[src/core/bmo_pkg.sv]
package bmo_pkg;
	// register byte offsets on the wishbone slave
	localparam logic [3:0]  REG_WAIT_CTRL   = 4'h0;
	localparam logic [3:0]  REG_PROG_WAIT   = 4'h4;
	localparam logic [3:0]  REG_OVERLAY     = 4'h8;
	localparam logic [3:0]  REG_STATUS      = 4'hC;
	// wait control fields: four io regions, data wait, mode bit
	localparam int          IO_WAIT_LSB     = 0;
	localparam int          DATA_WAIT_LSB   = 12;
	localparam int          WAIT_MODE_BIT   = 15;
	localparam int          PM_OVL_LSB      = 0;
	localparam int          DM_OVL_LSB      = 4;
	localparam logic [15:0] WAIT_CTRL_RST   = 16'h0000;
	localparam logic [2:0]  PROG_WAIT_RST   = 3'h0;
	localparam logic [3:0]  OVL_RST         = 4'h0;
	// boot and memory map figures
	localparam int          BOOT_WORDS      = 32;
	localparam logic [13:0] WINDOW_BASE     = 14'h2000;
	localparam logic [13:0] CTRL_REG_BASE   = 14'h3FE0;
	localparam logic [10:0] IO_REGION_SIZE  = 11'h200;
	localparam logic [3:0]  OVL_EXT_ONE     = 4'h1;
	localparam logic [3:0]  OVL_EXT_TWO     = 4'h2;
	// strap codes as {c,b,a}
	localparam logic [2:0]  STRAP_BYTE_FULL = 3'h0;
	localparam logic [2:0]  STRAP_NOBOOT    = 3'h2;
	localparam logic [2:0]  STRAP_BYTE_HOST = 3'h4;
	localparam logic [2:0]  STRAP_HOST_DMA  = 3'h5;

	typedef enum logic [1:0] {
		BMO_SPACE_PM = 2'b00,
		BMO_SPACE_DM = 2'b01,
		BMO_SPACE_IO = 2'b10
	} bmo_space_t;

	typedef enum logic [1:0] {
		BMO_BOOT_NONE = 2'b00,
		BMO_BOOT_BYTE = 2'b01,
		BMO_BOOT_HOST = 2'b10
	} bmo_boot_t;

	typedef struct packed {
		bmo_space_t  space;
		logic        fetch;
		logic        we;
		logic [13:0] addr;
		logic [23:0] wdata;
	} bmo_acc_req_t;

	typedef struct packed {
		logic        mode_a;
		logic        mode_b;
		logic        mode_c;
		logic        mode_d;
	} bmo_strap_t;
endpackage

[src/core/bmo_ctrl.sv]
`timescale 1ns/1ps
// Function
// - capture flag-pin mode strap during reset
// - strap 000: full mode, byte boot 32
// - strap 010: full mode, no boot
// - strap 100: host mode, byte boot 32
// - strap 101: host mode, wait program word 0
// - host, D low: acknowledge actively driven
// - host, D high: acknowledge open drain
// - program space 8K internal, two overlays
// - overlay 2 sets bit 13, overlay 1 clears it, low 13 bits
// - host mode: one address line, no fetch
// - data space 8K, 32 control registers, one cycle
// - data external accesses use data wait
// - wait N, or 2N+1 in mode one
// - io space 2048, eleven address bits
// - four io regions, own wait each
module bmo_ctrl
	import bmo_pkg::*;
(
	input  wire logic         core_clk_i,
	input  wire logic         sys_rst_i,
	input  wire logic [31:0]  wb_adr_i,
	input  wire logic [31:0]  wb_dat_i,
	input  wire logic [3:0]   wb_sel_i,
	input  wire logic         wb_we_i,
	input  wire logic         wb_cyc_i,
	input  wire logic         wb_stb_i,
	output logic      [31:0]  wb_dat_o,
	output logic              wb_ack_o,
	input  wire logic         mode_a_i,
	input  wire logic         mode_b_i,
	input  wire logic         mode_d_i,
	input  wire logic         shared_flag_pin_two_i,
	input  wire logic         byte_memory_dma_word_i,
	input  wire logic         host_internal_dma_pm0_wr_i,
	input  wire logic         host_busy_i,
	output logic              host_access_ack_n_o,
	output logic              host_access_ack_n_oe_o,
	output logic              full_mem_mode_o,
	output logic              byte_boot_req_o,
	output logic              hold_exec_o,
	input  wire logic         acc_valid_i,
	input  wire bmo_acc_req_t acc_req_i,
	input  wire logic [23:0]  ext_data_i,
	output logic              acc_done_o,
	output logic              acc_err_o,
	output logic      [23:0]  acc_rdata_o,
	output logic      [13:0]  ext_addr_o,
	output logic      [23:0]  ext_data_o,
	output logic              ext_data_oe_o,
	output logic              pm_sel_n_o,
	output logic              dm_sel_n_o,
	output logic              io_sel_n_o,
	output logic              rd_n_o,
	output logic              wr_n_o
);

	// wait states: N in normal mode, 2N+1 otherwise
	function automatic logic [3:0] wait_count(input logic [2:0] n, input logic mode);
		wait_count = mode ? {n, 1'b1} : {1'b0, n};
	endfunction

	// ---------------- strap capture ----------------
	// sync chain is not reset so it samples the straps while reset is held
	bmo_strap_t strap_s1;
	bmo_strap_t strap_s2;
	bmo_strap_t strap;
	logic       captured;
	bmo_strap_t next_strap;
	logic       next_captured;

	always_ff @(posedge core_clk_i) begin
		strap_s1 <= '{mode_a: mode_a_i, mode_b: mode_b_i,
			mode_c: shared_flag_pin_two_i, mode_d: mode_d_i};
		strap_s2 <= strap_s1;
	end

	always_comb begin
		next_strap    = strap;
		next_captured = 1'b1;
		// pin value taken before the driver lets go
		if (!captured) begin
			next_strap = strap_s2;
		end
	end

	always_ff @(posedge core_clk_i or posedge sys_rst_i) begin
		if (sys_rst_i) begin
			strap    <= '0;
			captured <= 1'b0;
		end else begin
			strap    <= next_strap;
			captured <= next_captured;
		end
	end

	// ---------------- boot control ----------------
	logic [2:0] strap_code;
	bmo_boot_t  boot_kind;
	logic       host_mode;
	logic [5:0] boot_cnt;
	logic [5:0] next_boot_cnt;
	logic       next_hold;
	logic       next_byte_req;
	logic       next_full;

	assign strap_code = {strap.mode_c, strap.mode_b, strap.mode_a};
	assign host_mode  = strap.mode_c;

	always_comb begin
		case (strap_code)
			STRAP_BYTE_FULL: boot_kind = BMO_BOOT_BYTE;
			STRAP_NOBOOT:    boot_kind = BMO_BOOT_NONE;
			STRAP_BYTE_HOST: boot_kind = BMO_BOOT_BYTE;
			STRAP_HOST_DMA:  boot_kind = BMO_BOOT_HOST;
			default:         boot_kind = BMO_BOOT_NONE;
		endcase
	end

	always_comb begin
		next_boot_cnt = boot_cnt;
		next_hold     = hold_exec_o;
		next_byte_req = byte_boot_req_o;
		// mode output waits for the latched strap, no false full-mode pulse
		next_full     = captured ? ~host_mode : full_mem_mode_o;
		if (!captured) begin
			next_boot_cnt = '0;
			next_hold     = 1'b1;
			next_byte_req = 1'b0;
		end else if (hold_exec_o) begin
			case (boot_kind)
				BMO_BOOT_BYTE: begin
					// hold until all boot words are in
					next_byte_req = 1'b1;
					if (byte_memory_dma_word_i) begin
						next_boot_cnt = boot_cnt + 6'd1;
					end
					if (boot_cnt == 6'(BOOT_WORDS)) begin
						next_hold     = 1'b0;
						next_byte_req = 1'b0;
					end
				end
				BMO_BOOT_HOST: begin
					// release on host write of program word 0
					if (host_internal_dma_pm0_wr_i) begin
						next_hold = 1'b0;
					end
				end
				default: next_hold = 1'b0;
			endcase
		end
	end

	always_ff @(posedge core_clk_i or posedge sys_rst_i) begin
		if (sys_rst_i) begin
			boot_cnt        <= '0;
			hold_exec_o     <= 1'b1;
			byte_boot_req_o <= 1'b0;
			full_mem_mode_o <= 1'b0;
		end else begin
			boot_cnt        <= next_boot_cnt;
			hold_exec_o     <= next_hold;
			byte_boot_req_o <= next_byte_req;
			full_mem_mode_o <= next_full;
		end
	end

	// ---------------- host acknowledge pin ----------------
	logic next_ack_n;
	logic next_ack_oe;

	always_comb begin
		next_ack_n  = host_busy_i;
		next_ack_oe = 1'b0;
		if (captured && host_mode) begin
			if (!strap.mode_d) begin
				next_ack_oe = 1'b1;
			end else begin
				// drive high only, external pull-down gives low
				next_ack_n  = 1'b1;
				next_ack_oe = host_busy_i;
			end
		end
	end

	always_ff @(posedge core_clk_i or posedge sys_rst_i) begin
		if (sys_rst_i) begin
			host_access_ack_n_o    <= 1'b1;
			host_access_ack_n_oe_o <= 1'b0;
		end else begin
			host_access_ack_n_o    <= next_ack_n;
			host_access_ack_n_oe_o <= next_ack_oe;
		end
	end

	// ---------------- wishbone registers ----------------
	logic [15:0] wait_ctrl;
	logic [2:0]  program_wait_count;
	logic [3:0]  program_overlay_select;
	logic [3:0]  data_overlay_select;
	logic [15:0] next_wait_ctrl;
	logic [2:0]  next_program_wait_count;
	logic [3:0]  next_pm_ovl;
	logic [3:0]  next_dm_ovl;
	logic [31:0] next_wb_dat;
	logic        next_wb_ack;
	logic        wb_hit;
	logic [3:0]  wb_off;

	assign wb_off = wb_adr_i[3:0];
	assign wb_hit = wb_cyc_i && wb_stb_i && !wb_ack_o;

	always_comb begin
		next_wait_ctrl = wait_ctrl;
		next_program_wait_count     = program_wait_count;
		next_pm_ovl    = program_overlay_select;
		next_dm_ovl    = data_overlay_select;
		next_wb_dat    = '0;
		next_wb_ack    = wb_hit;
		if (wb_hit && wb_adr_i[31:4] == '0) begin
			case (wb_off)
				REG_WAIT_CTRL: begin
					next_wb_dat = {16'h0000, wait_ctrl};
					if (wb_we_i && wb_sel_i[0]) next_wait_ctrl[7:0] = wb_dat_i[7:0];
					if (wb_we_i && wb_sel_i[1]) next_wait_ctrl[15:8] = wb_dat_i[15:8];
				end
				REG_PROG_WAIT: begin
					next_wb_dat = {29'h0, program_wait_count};
					if (wb_we_i && wb_sel_i[0]) next_program_wait_count = wb_dat_i[2:0];
				end
				REG_OVERLAY: begin
					next_wb_dat = {24'h0, data_overlay_select, program_overlay_select};
					if (wb_we_i && wb_sel_i[0]) begin
						next_pm_ovl = wb_dat_i[PM_OVL_LSB +: 4];
						next_dm_ovl = wb_dat_i[DM_OVL_LSB +: 4];
					end
				end
				REG_STATUS: begin
					next_wb_dat = {24'h0, hold_exec_o, full_mem_mode_o, boot_kind,
						strap.mode_d, strap_code};
				end
				default: next_wb_dat = '0;
			endcase
		end
	end

	always_ff @(posedge core_clk_i or posedge sys_rst_i) begin
		if (sys_rst_i) begin
			wait_ctrl              <= WAIT_CTRL_RST;
			program_wait_count     <= PROG_WAIT_RST;
			program_overlay_select <= OVL_RST;
			data_overlay_select    <= OVL_RST;
			wb_dat_o               <= '0;
			wb_ack_o               <= 1'b0;
		end else begin
			wait_ctrl              <= next_wait_ctrl;
			program_wait_count     <= next_program_wait_count;
			program_overlay_select <= next_pm_ovl;
			data_overlay_select    <= next_dm_ovl;
			wb_dat_o               <= next_wb_dat;
			wb_ack_o               <= next_wb_ack;
		end
	end

	// ---------------- external access sequencer ----------------
	typedef enum logic [1:0] {
		BMO_ST_IDLE   = 2'b00,
		BMO_ST_STROBE = 2'b01
	} bmo_acc_st_t;

	bmo_acc_st_t  acc_st;
	bmo_acc_st_t  next_acc_st;
	bmo_acc_req_t acc_lat;
	bmo_acc_req_t next_acc_lat;
	logic [3:0]   wait_left;
	logic [3:0]   next_wait_left;
	logic [3:0]   ovl;
	logic         in_window;
	logic         is_ext;
	logic         bad;
	logic [13:0]  map_addr;
	logic [3:0]   acc_wait;
	logic [1:0]   io_region;
	logic         next_done;
	logic         next_err;
	logic [23:0]  next_rdata;
	logic [13:0]  next_ext_addr;
	logic         next_pm_sel_n;
	logic         next_dm_sel_n;
	logic         next_io_sel_n;
	logic         next_rd_n;
	logic         next_wr_n;
	logic         next_oe;
	logic [23:0]  next_wdata;

	// address decode of the incoming request
	always_comb begin
		ovl       = (acc_req_i.space == BMO_SPACE_PM) ? program_overlay_select
			: data_overlay_select;
		// lower 8K internal, upper window overlays
		in_window = acc_req_i.addr >= WINDOW_BASE;
		is_ext    = 1'b0;
		bad       = 1'b0;
		map_addr  = '0;
		io_region = acc_req_i.addr[10:9];
		acc_wait  = '0;
		case (acc_req_i.space)
			BMO_SPACE_PM, BMO_SPACE_DM: begin
				// control registers stay internal, one cycle
				if (in_window && !(acc_req_i.space == BMO_SPACE_DM
						&& acc_req_i.addr >= CTRL_REG_BASE)) begin
					if (ovl == OVL_EXT_ONE || ovl == OVL_EXT_TWO) begin
						is_ext   = 1'b1;
						map_addr = {ovl == OVL_EXT_TWO, acc_req_i.addr[12:0]};
					end else if (ovl != OVL_RST) begin
						bad = 1'b1;
					end
				end
				acc_wait = (acc_req_i.space == BMO_SPACE_DM)
					? wait_count(wait_ctrl[DATA_WAIT_LSB +: 3], wait_ctrl[WAIT_MODE_BIT])
					: wait_count(program_wait_count, wait_ctrl[WAIT_MODE_BIT]);
			end
			BMO_SPACE_IO: begin
				// eleven address bits, upper left low
				is_ext   = 1'b1;
				bad      = host_mode;
				map_addr = {3'h0, acc_req_i.addr[10:0]};
				// region picks its own wait field
				acc_wait = wait_count(wait_ctrl[IO_WAIT_LSB + 3 * io_region +: 3],
					wait_ctrl[WAIT_MODE_BIT]);
			end
			default: bad = 1'b1;
		endcase
		// host mode: single address line, no external fetch
		if (host_mode && is_ext) begin
			map_addr = {13'h0, map_addr[0]};
			if (acc_req_i.fetch) bad = 1'b1;
		end
	end

	always_comb begin
		next_acc_st    = acc_st;
		next_acc_lat   = acc_lat;
		next_wait_left = wait_left;
		next_done      = 1'b0;
		next_err       = 1'b0;
		next_rdata     = acc_rdata_o;
		next_ext_addr  = ext_addr_o;
		next_pm_sel_n  = pm_sel_n_o;
		next_dm_sel_n  = dm_sel_n_o;
		next_io_sel_n  = io_sel_n_o;
		next_rd_n      = rd_n_o;
		next_wr_n      = wr_n_o;
		next_oe        = ext_data_oe_o;
		next_wdata     = ext_data_o;
		case (acc_st)
			BMO_ST_IDLE: begin
				if (acc_valid_i && !acc_done_o) begin
					if (bad) begin
						next_done = 1'b1;
						next_err  = 1'b1;
					end else if (!is_ext) begin
						next_done = 1'b1;
					end else begin
						// assert select and strobe, load wait
						next_acc_st    = BMO_ST_STROBE;
						next_acc_lat   = acc_req_i;
						next_wait_left = acc_wait;
						next_ext_addr  = map_addr;
						next_pm_sel_n  = acc_req_i.space != BMO_SPACE_PM;
						next_dm_sel_n  = acc_req_i.space != BMO_SPACE_DM;
						next_io_sel_n  = acc_req_i.space != BMO_SPACE_IO;
						next_rd_n      = acc_req_i.we;
						next_wr_n      = !acc_req_i.we;
						next_oe        = acc_req_i.we;
						next_wdata     = acc_req_i.wdata;
					end
				end
			end
			BMO_ST_STROBE: begin
				// hold strobes for the wait count
				if (wait_left != 4'h0) begin
					next_wait_left = wait_left - 4'h1;
				end else begin
					next_acc_st   = BMO_ST_IDLE;
					next_done     = 1'b1;
					next_rdata    = acc_lat.we ? acc_rdata_o : ext_data_i;
					next_pm_sel_n = 1'b1;
					next_dm_sel_n = 1'b1;
					next_io_sel_n = 1'b1;
					next_rd_n     = 1'b1;
					next_wr_n     = 1'b1;
					next_oe       = 1'b0;
				end
			end
			default: next_acc_st = BMO_ST_IDLE;
		endcase
	end

	always_ff @(posedge core_clk_i or posedge sys_rst_i) begin
		if (sys_rst_i) begin
			acc_st        <= BMO_ST_IDLE;
			acc_lat       <= '0;
			wait_left     <= '0;
			acc_done_o    <= 1'b0;
			acc_err_o     <= 1'b0;
			acc_rdata_o   <= '0;
			ext_addr_o    <= '0;
			pm_sel_n_o    <= 1'b1;
			dm_sel_n_o    <= 1'b1;
			io_sel_n_o    <= 1'b1;
			rd_n_o        <= 1'b1;
			wr_n_o        <= 1'b1;
			ext_data_oe_o <= 1'b0;
			ext_data_o    <= '0;
		end else begin
			acc_st        <= next_acc_st;
			acc_lat       <= next_acc_lat;
			wait_left     <= next_wait_left;
			acc_done_o    <= next_done;
			acc_err_o     <= next_err;
			acc_rdata_o   <= next_rdata;
			ext_addr_o    <= next_ext_addr;
			pm_sel_n_o    <= next_pm_sel_n;
			dm_sel_n_o    <= next_dm_sel_n;
			io_sel_n_o    <= next_io_sel_n;
			rd_n_o        <= next_rd_n;
			wr_n_o        <= next_wr_n;
			ext_data_oe_o <= next_oe;
			ext_data_o    <= next_wdata;
		end
	end

endmodule // bmo_ctrl

[config.mk]
export PLATFORM = sky130hd
export DESIGN_NAME = bmo_ctrl
export DESIGN_NICKNAME = d
export VERILOG_FILES = /design/src/core/bmo_pkg.sv /design/src/core/bmo_ctrl.sv
export SDC_FILE = /design/constraint.sdc
export NUM_CORES = 1
export LEC_CHECK = 0
export BUFFER_PORTS_ARGS = -buffer_cell sky130_fd_sc_hd__buf_2
export CORE_MARGIN = 10
export CORE_UTILIZATION = 35
export CTS_CLUSTER_SIZE = 25
export DETAILED_ROUTE_END_ITERATION = 8
export GPL_ROUTABILITY_DRIVEN = 0
export PLACE_DENSITY_LB_ADDON = 0.12
export SLEW_MARGIN = 20
export SYNTH_ARGS = -nofsm -noshare
export SYNTH_HDL_FRONTEND = slang
export SYNTH_SLANG_ARGS = --single-unit
[constraint.sdc]
create_clock -name core_clk_i -period 6.75 [get_ports core_clk_i]
set_input_delay 0.675 -clock core_clk_i [delete_from_list [all_inputs] [get_ports core_clk_i]]
set_output_delay 0.675 -clock core_clk_i [all_outputs]
set_load 0.01 [all_outputs]
==> results of run 1 <==
[worst max-delay path by stage]
stage                  startpoint              to  cells past startpoint
CTS                 acc_req_i[40]  ext_addr_o[11]                      7
detailed placement  acc_req_i[40]  ext_addr_o[11]                      7
global placement    acc_req_i[40]  ext_addr_o[12]                      7
finish              acc_req_i[40]   ext_addr_o[7]                      7
floorplan               sys_rst_i      acc_done_o                      1
global route        acc_req_i[40]   ext_addr_o[7]                      7
[logic make-up after synthesis]
kind of cell / count (synthesis) / share of synthesized area
mux: 107 / 0.191
simple gates: 122 / 0.103
compound gates: 63 / 0.0682
fa+ha+maj: 6 / 0.0119
flops: 144 / 0.564
other cells: 2 / 0.00119
xor+xnor: 6 / 0.00830
buf+inv: 56 / 0.0527
[critical path: cells and delay by family]
family	cells	cell delay, ns
AOI/OAI and AO/OA	1	0.45
muxes	2	0.67
buffers and inverters	1	0.19
and+or+nand+nor	3	1.84
[cell type report]
type	instances	area, µm²	area share
Sequential cell	144	3570	0.440
Multi-Input combinational cell	321	2490	0.307
Timing Repair Buffer	222	1120	0.137
Clock buffer	24	492	0.0606
Tap cell	229	287	0.0353
Clock inverter	8	78.8	0.00971
Inverter	18	72.6	0.00894
Antenna cell	3	7.51	0.000925
[routing by layer]
layer	part of all wire	vias to the layer above	GRT usage
met1	0.44	2231	0.171
met4	0.015	2	0.0441
met2	0.46	174	0.232
li1	-	2219	-
met3	0.087	17	0.0635
met5	0.0010	-	0
[registers in the layout, indices dropped and copies added (netlist names), 6 cells and up]
register,cells
wb_dat_o,16
ext_data_o,24
wait_ctrl,16
boot_cnt,6
ext_addr_o,14
acc_rdata_o,24
[power groups by stage]
| stage | registers [mW] | logic, mW | clock network, mW |
|---|---|---|---|
| floorplan | 1.30 | 0.314 | 0 |
| finish | 1.21 | 0.715 | 0.898 |
| detailed placement | 1.22 | 0.734 | 0 |
| global placement | 1.21 | 0.717 | 0 |
| global route | 1.24 | 0.791 | 0.961 |
| CTS | 1.21 | 0.735 | 0.922 |
[through the flow]
stage	util	hold slack (ns)	instances	setup slack [ns]	cell area, µm²
2_1_floorplan	-	0.310	521	2.45	6390
3_3_place_gp	0.421	0.314	934	2.78	7530
3_5_place_dp	0.421	0.319	934	2.71	7530
4_1_cts	0.453	0.333	966	3.15	8110
5_1_grt	0.453	0.334	967	3.01	8110
6_report	0.453	0.328	969	3.17	8120
[cell usage in the layout, fill, tap and decap left out, types with 4 or more instances in the layout]
cell | netlist | final
a211oi_1 | 5 | 5
a21oi_1 | 15 | 15
a22oi_1 | 7 | 7
a31oi_1 | 4 | 4
and3_1 | 9 | 9
buf_2 | 5 | 220
clkbuf_16 | 0 | 17
clkbuf_8 | 0 | 4
clkinvlp_4 | 0 | 4
conb_1 | 2 | 17
dfrtp_1 | 129 | 129
dfstp_2 | 7 | 7
dfxtp_1 | 8 | 8
ha_1 | 6 | 6
inv_1 | 17 | 16
mux2_1 | 30 | 30
mux2_2 | 70 | 70
mux2i_1 | 6 | 6
nand2_1 | 19 | 19
nand3_1 | 7 | 7
nand4_1 | 10 | 10
nor2_1 | 26 | 25
nor2b_1 | 14 | 14
nor3_1 | 7 | 7
nor3b_1 | 5 | 5
nor4_1 | 10 | 10
o21ai_0 | 14 | 14
xnor2_1 | 4 | 4
==> results.toml, run 1 <==
[run_status]
status = "complete, no violations"

[floorplanning]
die_x_um = 155
row_count = 49
start_util = 0.354
die_y_um = 155
core_area_mm2 = 0.0179
pin_count = 255
dieArea_mm2 = 0.0239

[grt]
grt_max_degree = 82
grt_overflow = 0
grt_pass1_vias = 5063
grt_first_pass_wirelength_mm = 27.5
grt.total_usage = 0.145
grt_antenna_before_repair = 4

[clock_tree]
path_clk_slew_ns = 0.06
post_cts_buffers = 0
cts_buffer_depth = 2
cts_root_buffer = "clkbuf_16"
cts_tree = "done"
cts.hold.buffers_added = 0
htree_levels = 4
cts_buffers = 17
clkLatencyLatePin_ns = 0.42
clock_sinks = 144
cts-resized-gates = 0

[synthesis]
synth.area.top_cells = "dfrtp_1, mux2_2, mux2_1"
yosys_warnings = 0
yosysTopAreaCellShare = 0.510
synth_edf_count = 0
synth_top_cell_by_area = "dfrtp_1"
syn_inst = 506
ys_types = 61
synthFlopType = "dfrtp_1"
synth.avg_cell_area_um2 = 12.5
synthArstFlopShare = 0.944
synth.most_common_cell = "dfrtp_1"
ys_ff_latch = 144
ys_top_cells_by_count = "dfrtp_1, mux2_2, mux2_1"
yosysSeqAreaShare = 0.564
synth_area_mm2 = 0.00633

[route]
routedWlPerCell_um = 18.2
ant_nets = 0
firstDrtPassIters = 4
drc = 0
drt-initial-drc-count = 177
route.vias.total = 4643
avgViaCountPerCell = 4.79
wl_mm = 17.6

[worst_setup_path]
required_ns = 7.05
max_stage_delay_ns = 0.96
r2r.worst_path.cells = 6
r2r_slack_ns = 3.39
r2r_end = "ext_addr_o[7]"
path_max_fanout = 46
endpoint_kind = "register"
path_cells = "buf_2 > nor2_2 > mux2i_1 > or4b_1 > o22ai_2 > and2_2 > mux2_2"
start_kind = "input pin"
critical_path_class = "input pin to register"
worst-endpoint-arrival_ns = 3.87
crit_path_top_delay_cell = "and2_2"
r2r-start = "program_overlay_select[1]"

[timing]
finalMaxSlewViolations = 0
rsz0062_at_grt = "no"
worst_pin_slew_ns = 1.08
min_period_ns = 3.58
setup_tns_ns = 0
report.final.hold_viol_count = 0
setup_viol = 0
clock_skew_ns = 0.00988
relSlewSlack = 0.267
post-route-period-util = 0.530
fmax_ghz = 0.280

[cells_and_area]
drive_above_1_share = 0.460
finalNetCount = 877
fillers = 1716
syn_to_final_growth_pct = 28.2

[power_and_ir_drop]
sw_frac_of_total = 0.298
comb_power_share = 0.253
switchingPower_mw = 0.841
power_mw = 2.82
clock_power_share = 0.319
intPower_mw = 1.98
cellLeakagePower_nw = 4.02
vdd_drop_max_uv = 209
seqPwrFrac = 0.428
power_density_mw_per_mm2 = 347

[place]
port_buffers = 220
hpwl_mm = 13.6

[run]
drv_cap = 0

[min_path]
hold_depth = 0
min_from = "strap_s1[0]"
worstHoldEndpoint = "strap_s2[0]"
hold_path.class = "register to register"
Power figures use the tool's default switching activity.
==> inputs of run 2 (changes only) <==
==> constraint.sdc (replaced) <==
create_clock -name core_clk_i -period 3 [get_ports core_clk_i]
set_input_delay 0.3 -clock core_clk_i [delete_from_list [all_inputs] [get_ports core_clk_i]]
set_output_delay 0.3 -clock core_clk_i [all_outputs]
set_load 0.01 [all_outputs]
==> results.toml, run 2 (synthesis gave the netlist of run 1 again) <==
[cells_and_area]
fillers = 1679
syn_to_final_growth_pct = 30.8
layout_commonest_cell = "buf_2"
layout_common_cells = "buf_2, dfrtp_1, mux2_2"
reg_top3 = "acc_rdata_o (24), ext_data_o (24)"
finalNetCount = 893
drive_above_1_share = 0.470

[timing]
setup_tns_ns = 0
finalMaxSlewViolations = 0
worst_pin_slew_ns = 0.753
min_period_ns = 2.40
fin_ws_ns = 0.597
report.final.hold_viol_count = 0
hold_slack_ns = 0.0765
relSlewSlack = 0.498
clock_skew_ns = 0.0102
rsz0062_at_grt = "no"
post-route-period-util = 0.801
setup_viol = 0
fmax_ghz = 0.416

[worst_setup_path]
critPathCapture = "ext_addr_o[8]"
critical_path_class = "register to register"
worst-endpoint-arrival_ns = 2.70
path_buf_inv = 1
path_max_fanout = 28
r2r_slack_ns = 0.60
r2r.worst_path.cells = 7
crit_family = "simple AND/OR/NAND/NOR gates"
path_cells = "nor3_1 > a21oi_1 > or4b_1 > o22ai_2 > and2_2 > buf_4 > mux2_2"
r2r-start = "program_overlay_select[2]"
required_ns = 3.30
max_stage_delay_ns = 0.56
start_kind = "register"
crit_path_top_delay_cell = "or4b_1"
startpoint = "program_overlay_select[2]"
cp_num_cells = 7
r2r_end = "ext_addr_o[8]"
endpoint_kind = "register"

[floorplanning]
dieArea_mm2 = 0.0239
die_y_um = 155
core_area_mm2 = 0.0179
start_util = 0.354
die_x_um = 155
row_count = 49
pin_count = 255

[route]
drc = 0
wl_met1_mm = 8.04
ant_nets = 0
routedWlPerCell_um = 18.1
wl_met3_mm = 1.58
maxUsedRoutingLayer = "met5"
avgViaCountPerCell = 4.85
firstDrtPassIters = 4
drt-initial-drc-count = 271
met2_length_mm = 7.99
route.vias.total = 4769
wl_mm = 17.8

[clock_tree]
clock_sinks = 144
cts_tree = "done"
path_clk_slew_ns = 0.06
htree_levels = 4
clkLatencyLatePin_ns = 0.42
cts_buffer_depth = 2
cts-resized-gates = 0
cts_buffers = 17
cts_root_buffer = "clkbuf_16"

[power_and_ir_drop]
vdd_drop_max_uv = 437
cellLeakagePower_nw = 4.12
power_mw = 6.51
power_density_mw_per_mm2 = 786

[place]
port_buffers = 220
hpwl_mm = 13.6
place_ws_ns = 0.345

[run_status]
status = "complete, no violations"

[grt]
grt_max_degree = 137
grt.total_usage = 0.146
grt_first_pass_wirelength_mm = 28.0
grt_overflow = 0
grt_pass1_vias = 5031
grt_antenna_before_repair = 2

[run]
drv_cap = 0

[min_path]
hold_path.class = "input pin to register"
==> run 2: cell types whose count changed in the layout (fill, tap and decap cells not counted), moves of 2 or more <==
cell | previous run | this run
buf_4 | 2 | 13
dlygate4sd3_1 | 0 | 4
clkbuf_1 | 3 | 0
clkbuf_8 | 4 | 1
clkinv_2 | 2 | 5
clkinv_4 | 0 | 3
bufinv_16 | 1 | 3
==> run 2: routing by layer <==
metal,vias to the layer above,global-route usage
met5,-,0
met4,2,0.0477
met3,19,0.0582
met2,214,0.221
met1,2280,0.187
li1,2254,-
==> run 2: cell type report <==
class / instances / area, µm² / area share
tap: 229 / 287 / 0.0346
antenna: 2 / 5.00 / 0.000604
inverter: 18 / 71.3 / 0.00861
clock buffer: 18 / 439 / 0.0530
clock inverter: 14 / 165 / 0.0199
multi-input combinational: 321 / 2490 / 0.300
timing repair buffer: 238 / 1260 / 0.152
sequential: 144 / 3570 / 0.431
==> run 2: metrics by stage <==
stage	instances	cell area, µm²	utilization
6_report	984	8290	0.463
5_1_grt	982	8280	0.463
4_1_cts	982	8280	0.463
3_5_place_dp	946	7640	0.427
3_3_place_gp	946	7640	0.427
2_1_floorplan	521	6390	-
==> run 2: power by group <==
group	switching (mW)	leakage, nW	internal, mW
clock network	0.834	0.296	1.33
registers	0.259	1.81	2.45
logic	0.845	2.01	0.790
==> run 2: timing repair <==
item	CTS	global route
hold endpoints to repair	4	0
endpoints found under the setup margin	0	0
setup buffers	0	0
hold buffers	4	0
==> run 2: worst min-delay path by stage <==
stage               cells after the start             endpoint  slack, ns   startpoint
finish                                  3  host_access_ack_n_o       0.08  host_busy_i
detailed placement                      0          strap_s2[1]       0.31  strap_s1[1]
global route                            3  host_access_ack_n_o       0.06  host_busy_i
global placement                        0          strap_s2[1]       0.31  strap_s1[1]
floorplan                               0          strap_s2[0]       0.31  strap_s1[0]
CTS                                     3  host_access_ack_n_o       0.06  host_busy_i
==> run 2: worst min-delay path, stage by stage <==
cell and delay, ns:
buf_2 0.08, inv_1 0.04, nand2_1 0.05
==> inputs of run 3 (changes only) <==
==> constraint.sdc (replaced) <==
create_clock -name core_clk_i -period 2.5 [get_ports core_clk_i]
set_input_delay 0.25 -clock core_clk_i [delete_from_list [all_inputs] [get_ports core_clk_i]]
set_output_delay 0.25 -clock core_clk_i [all_outputs]
set_load 0.01 [all_outputs]
==> results.toml, run 3 (synthesis gave the netlist of run 1 again) <==
[floorplanning]
row_count = 49
die_y_um = 155
core_area_mm2 = 0.0179
dieArea_mm2 = 0.0239
pin_count = 255
die_x_um = 155
start_util = 0.354

[grt]
grt_overflow = 0
grt_max_degree = 73
grt_antenna_before_repair = 3
grt_first_pass_wirelength_mm = 28.8
grt.total_usage = 0.150
grt_pass1_vias = 5250

[worst_setup_path]
r2r_slack_ns = 0.17
r2r-start = "program_overlay_select[2]"
r2r_end = "ext_data_o[18]"
startpoint = "program_overlay_select[2]"
critPathCapture = "ext_data_o[18]"
path_max_fanout = 34
worst-endpoint-arrival_ns = 2.62
start_kind = "register"
r2r.worst_path.cells = 7
endpoint_kind = "register"
critical_path_class = "register to register"
required_ns = 2.79

[clock_tree]
cts_root_buffer = "clkbuf_16"
cts_buffer_depth = 2
cts_tree = "done"
cts-resized-gates = 0
htree_levels = 4
clkLatencyLatePin_ns = 0.42
clock_sinks = 144
post_cts_buffers = 0
cts_buffers = 17
cts.hold.buffers_added = 5
path_clk_slew_ns = 0.06

[timing]
fmax_ghz = 0.430
min_period_ns = 2.33
report.final.hold_viol_count = 0
relSlewSlack = 0.620
rsz0062_at_grt = "no"
setup_tns_ns = 0
clock_skew_ns = 0.00878
setup_viol = 0
worst_pin_slew_ns = 0.566
finalMaxSlewViolations = 0
post-route-period-util = 0.931

[route]
firstDrtPassIters = 4
avgViaCountPerCell = 4.80
drc = 0
ant_nets = 0
wl_mm = 18.1
route.vias.total = 4768
routedWlPerCell_um = 18.2
drt-initial-drc-count = 175

[cells_and_area]
finalNetCount = 903
drive_above_1_share = 0.471
syn_to_final_growth_pct = 32.0
layout_commonest_cell = "buf_2"
finish.utilization = 0.467
fillers = 1694
layout_common_cells = "buf_2, dfrtp_1, mux2_2"
reg_top3 = "acc_rdata_o (24), ext_data_o (24)"

[power_and_ir_drop]
power_density_mw_per_mm2 = 926
cellLeakagePower_nw = 4.16
vdd_drop_max_uv = 487

[min_path]
hold_path.class = "input pin to register"

[run_status]
status = "complete, no violations"

[place]
port_buffers = 220
hpwl_mm = 14.0

[run]
drv_cap = 0
run 3: cell count changes in the layout (fill, tap and decap cells not counted), moves of 2 or more:
| cell | previous run | this run |
|---|---|---|
| clkbuf_1 | 0 | 4 |
| buf_4 | 13 | 20 |
| clkinv_2 | 5 | 2 |
| buf_12 | 1 | 3 |
run 3: how the worst min path moves through the flow:
stage | start | end | cells past startpoint
2_1_floorplan | mode_d_i | strap_s1[0] | 0
3_3_place_gp | strap_s1[1] | strap_s2[1] | 0
3_5_place_dp | strap_s1[1] | strap_s2[1] | 0
4_1_cts | host_busy_i | host_access_ack_n_o | 3
5_1_grt | acc_req_i[22] | ext_data_o[22] | 2
6_report | host_busy_i | host_access_ack_n_o | 3
run 3: where the power goes:
group,internal [mW],switching [mW],total [mW]
clock network,1.52,0.974,2.50
registers,2.95,0.289,3.23
logic,0.977,1.04,2.01
run 3: critical path, cell delays in order (launching register included):
cell     delay, ns
dfrtp_1       0.42
nor3_1        0.20
a21oi_1       0.07
or4b_1        0.59
o22ai_2       0.14
and2_2        0.20
buf_12        0.21
mux2_1        0.35
run 3: metrics by stage:
stage / cell area [µm²] / std cells / setup slack [ns] / hold WS, ns / power [mW]
finish: 8360 / 994 / 0.173 / 0.0457 / 7.74
global route: 8360 / 993 / 0.0259 / 0.0388 / 8.23
CTS: 8360 / 992 / 0.158 / 0.0243 / 7.89
detailed placement: 7730 / 955 / 0.0976 / 0.315 / 5.35
global placement: 7730 / 955 / 0.153 / 0.315 / 5.27
floorplan: 6390 / 521 / 0.252 / 0.278 / 4.36
run 3: routing by layer:
metal | up-vias | global-route usage | wire (µm)
met4 | 2 | 0.0463 | 223
met5 | - | 0 | 8
met3 | 14 | 0.0596 | 1560
li1 | 2264 | - | -
met1 | 2300 | 0.190 | 8070
met2 | 188 | 0.231 | 8200
run 3: area by class of cell:
type | count | area [µm²] | area share
Antenna cell | 2 | 5.00 | 0.000599
Clock buffer | 23 | 468 | 0.0560
Clock inverter | 9 | 110 | 0.0132
Inverter | 18 | 71.3 | 0.00853
Multi-Input combinational cell | 321 | 2490 | 0.297
Sequential cell | 144 | 3570 | 0.427
Tap cell | 229 | 287 | 0.0343
Timing Repair Buffer | 248 | 1360 | 0.163
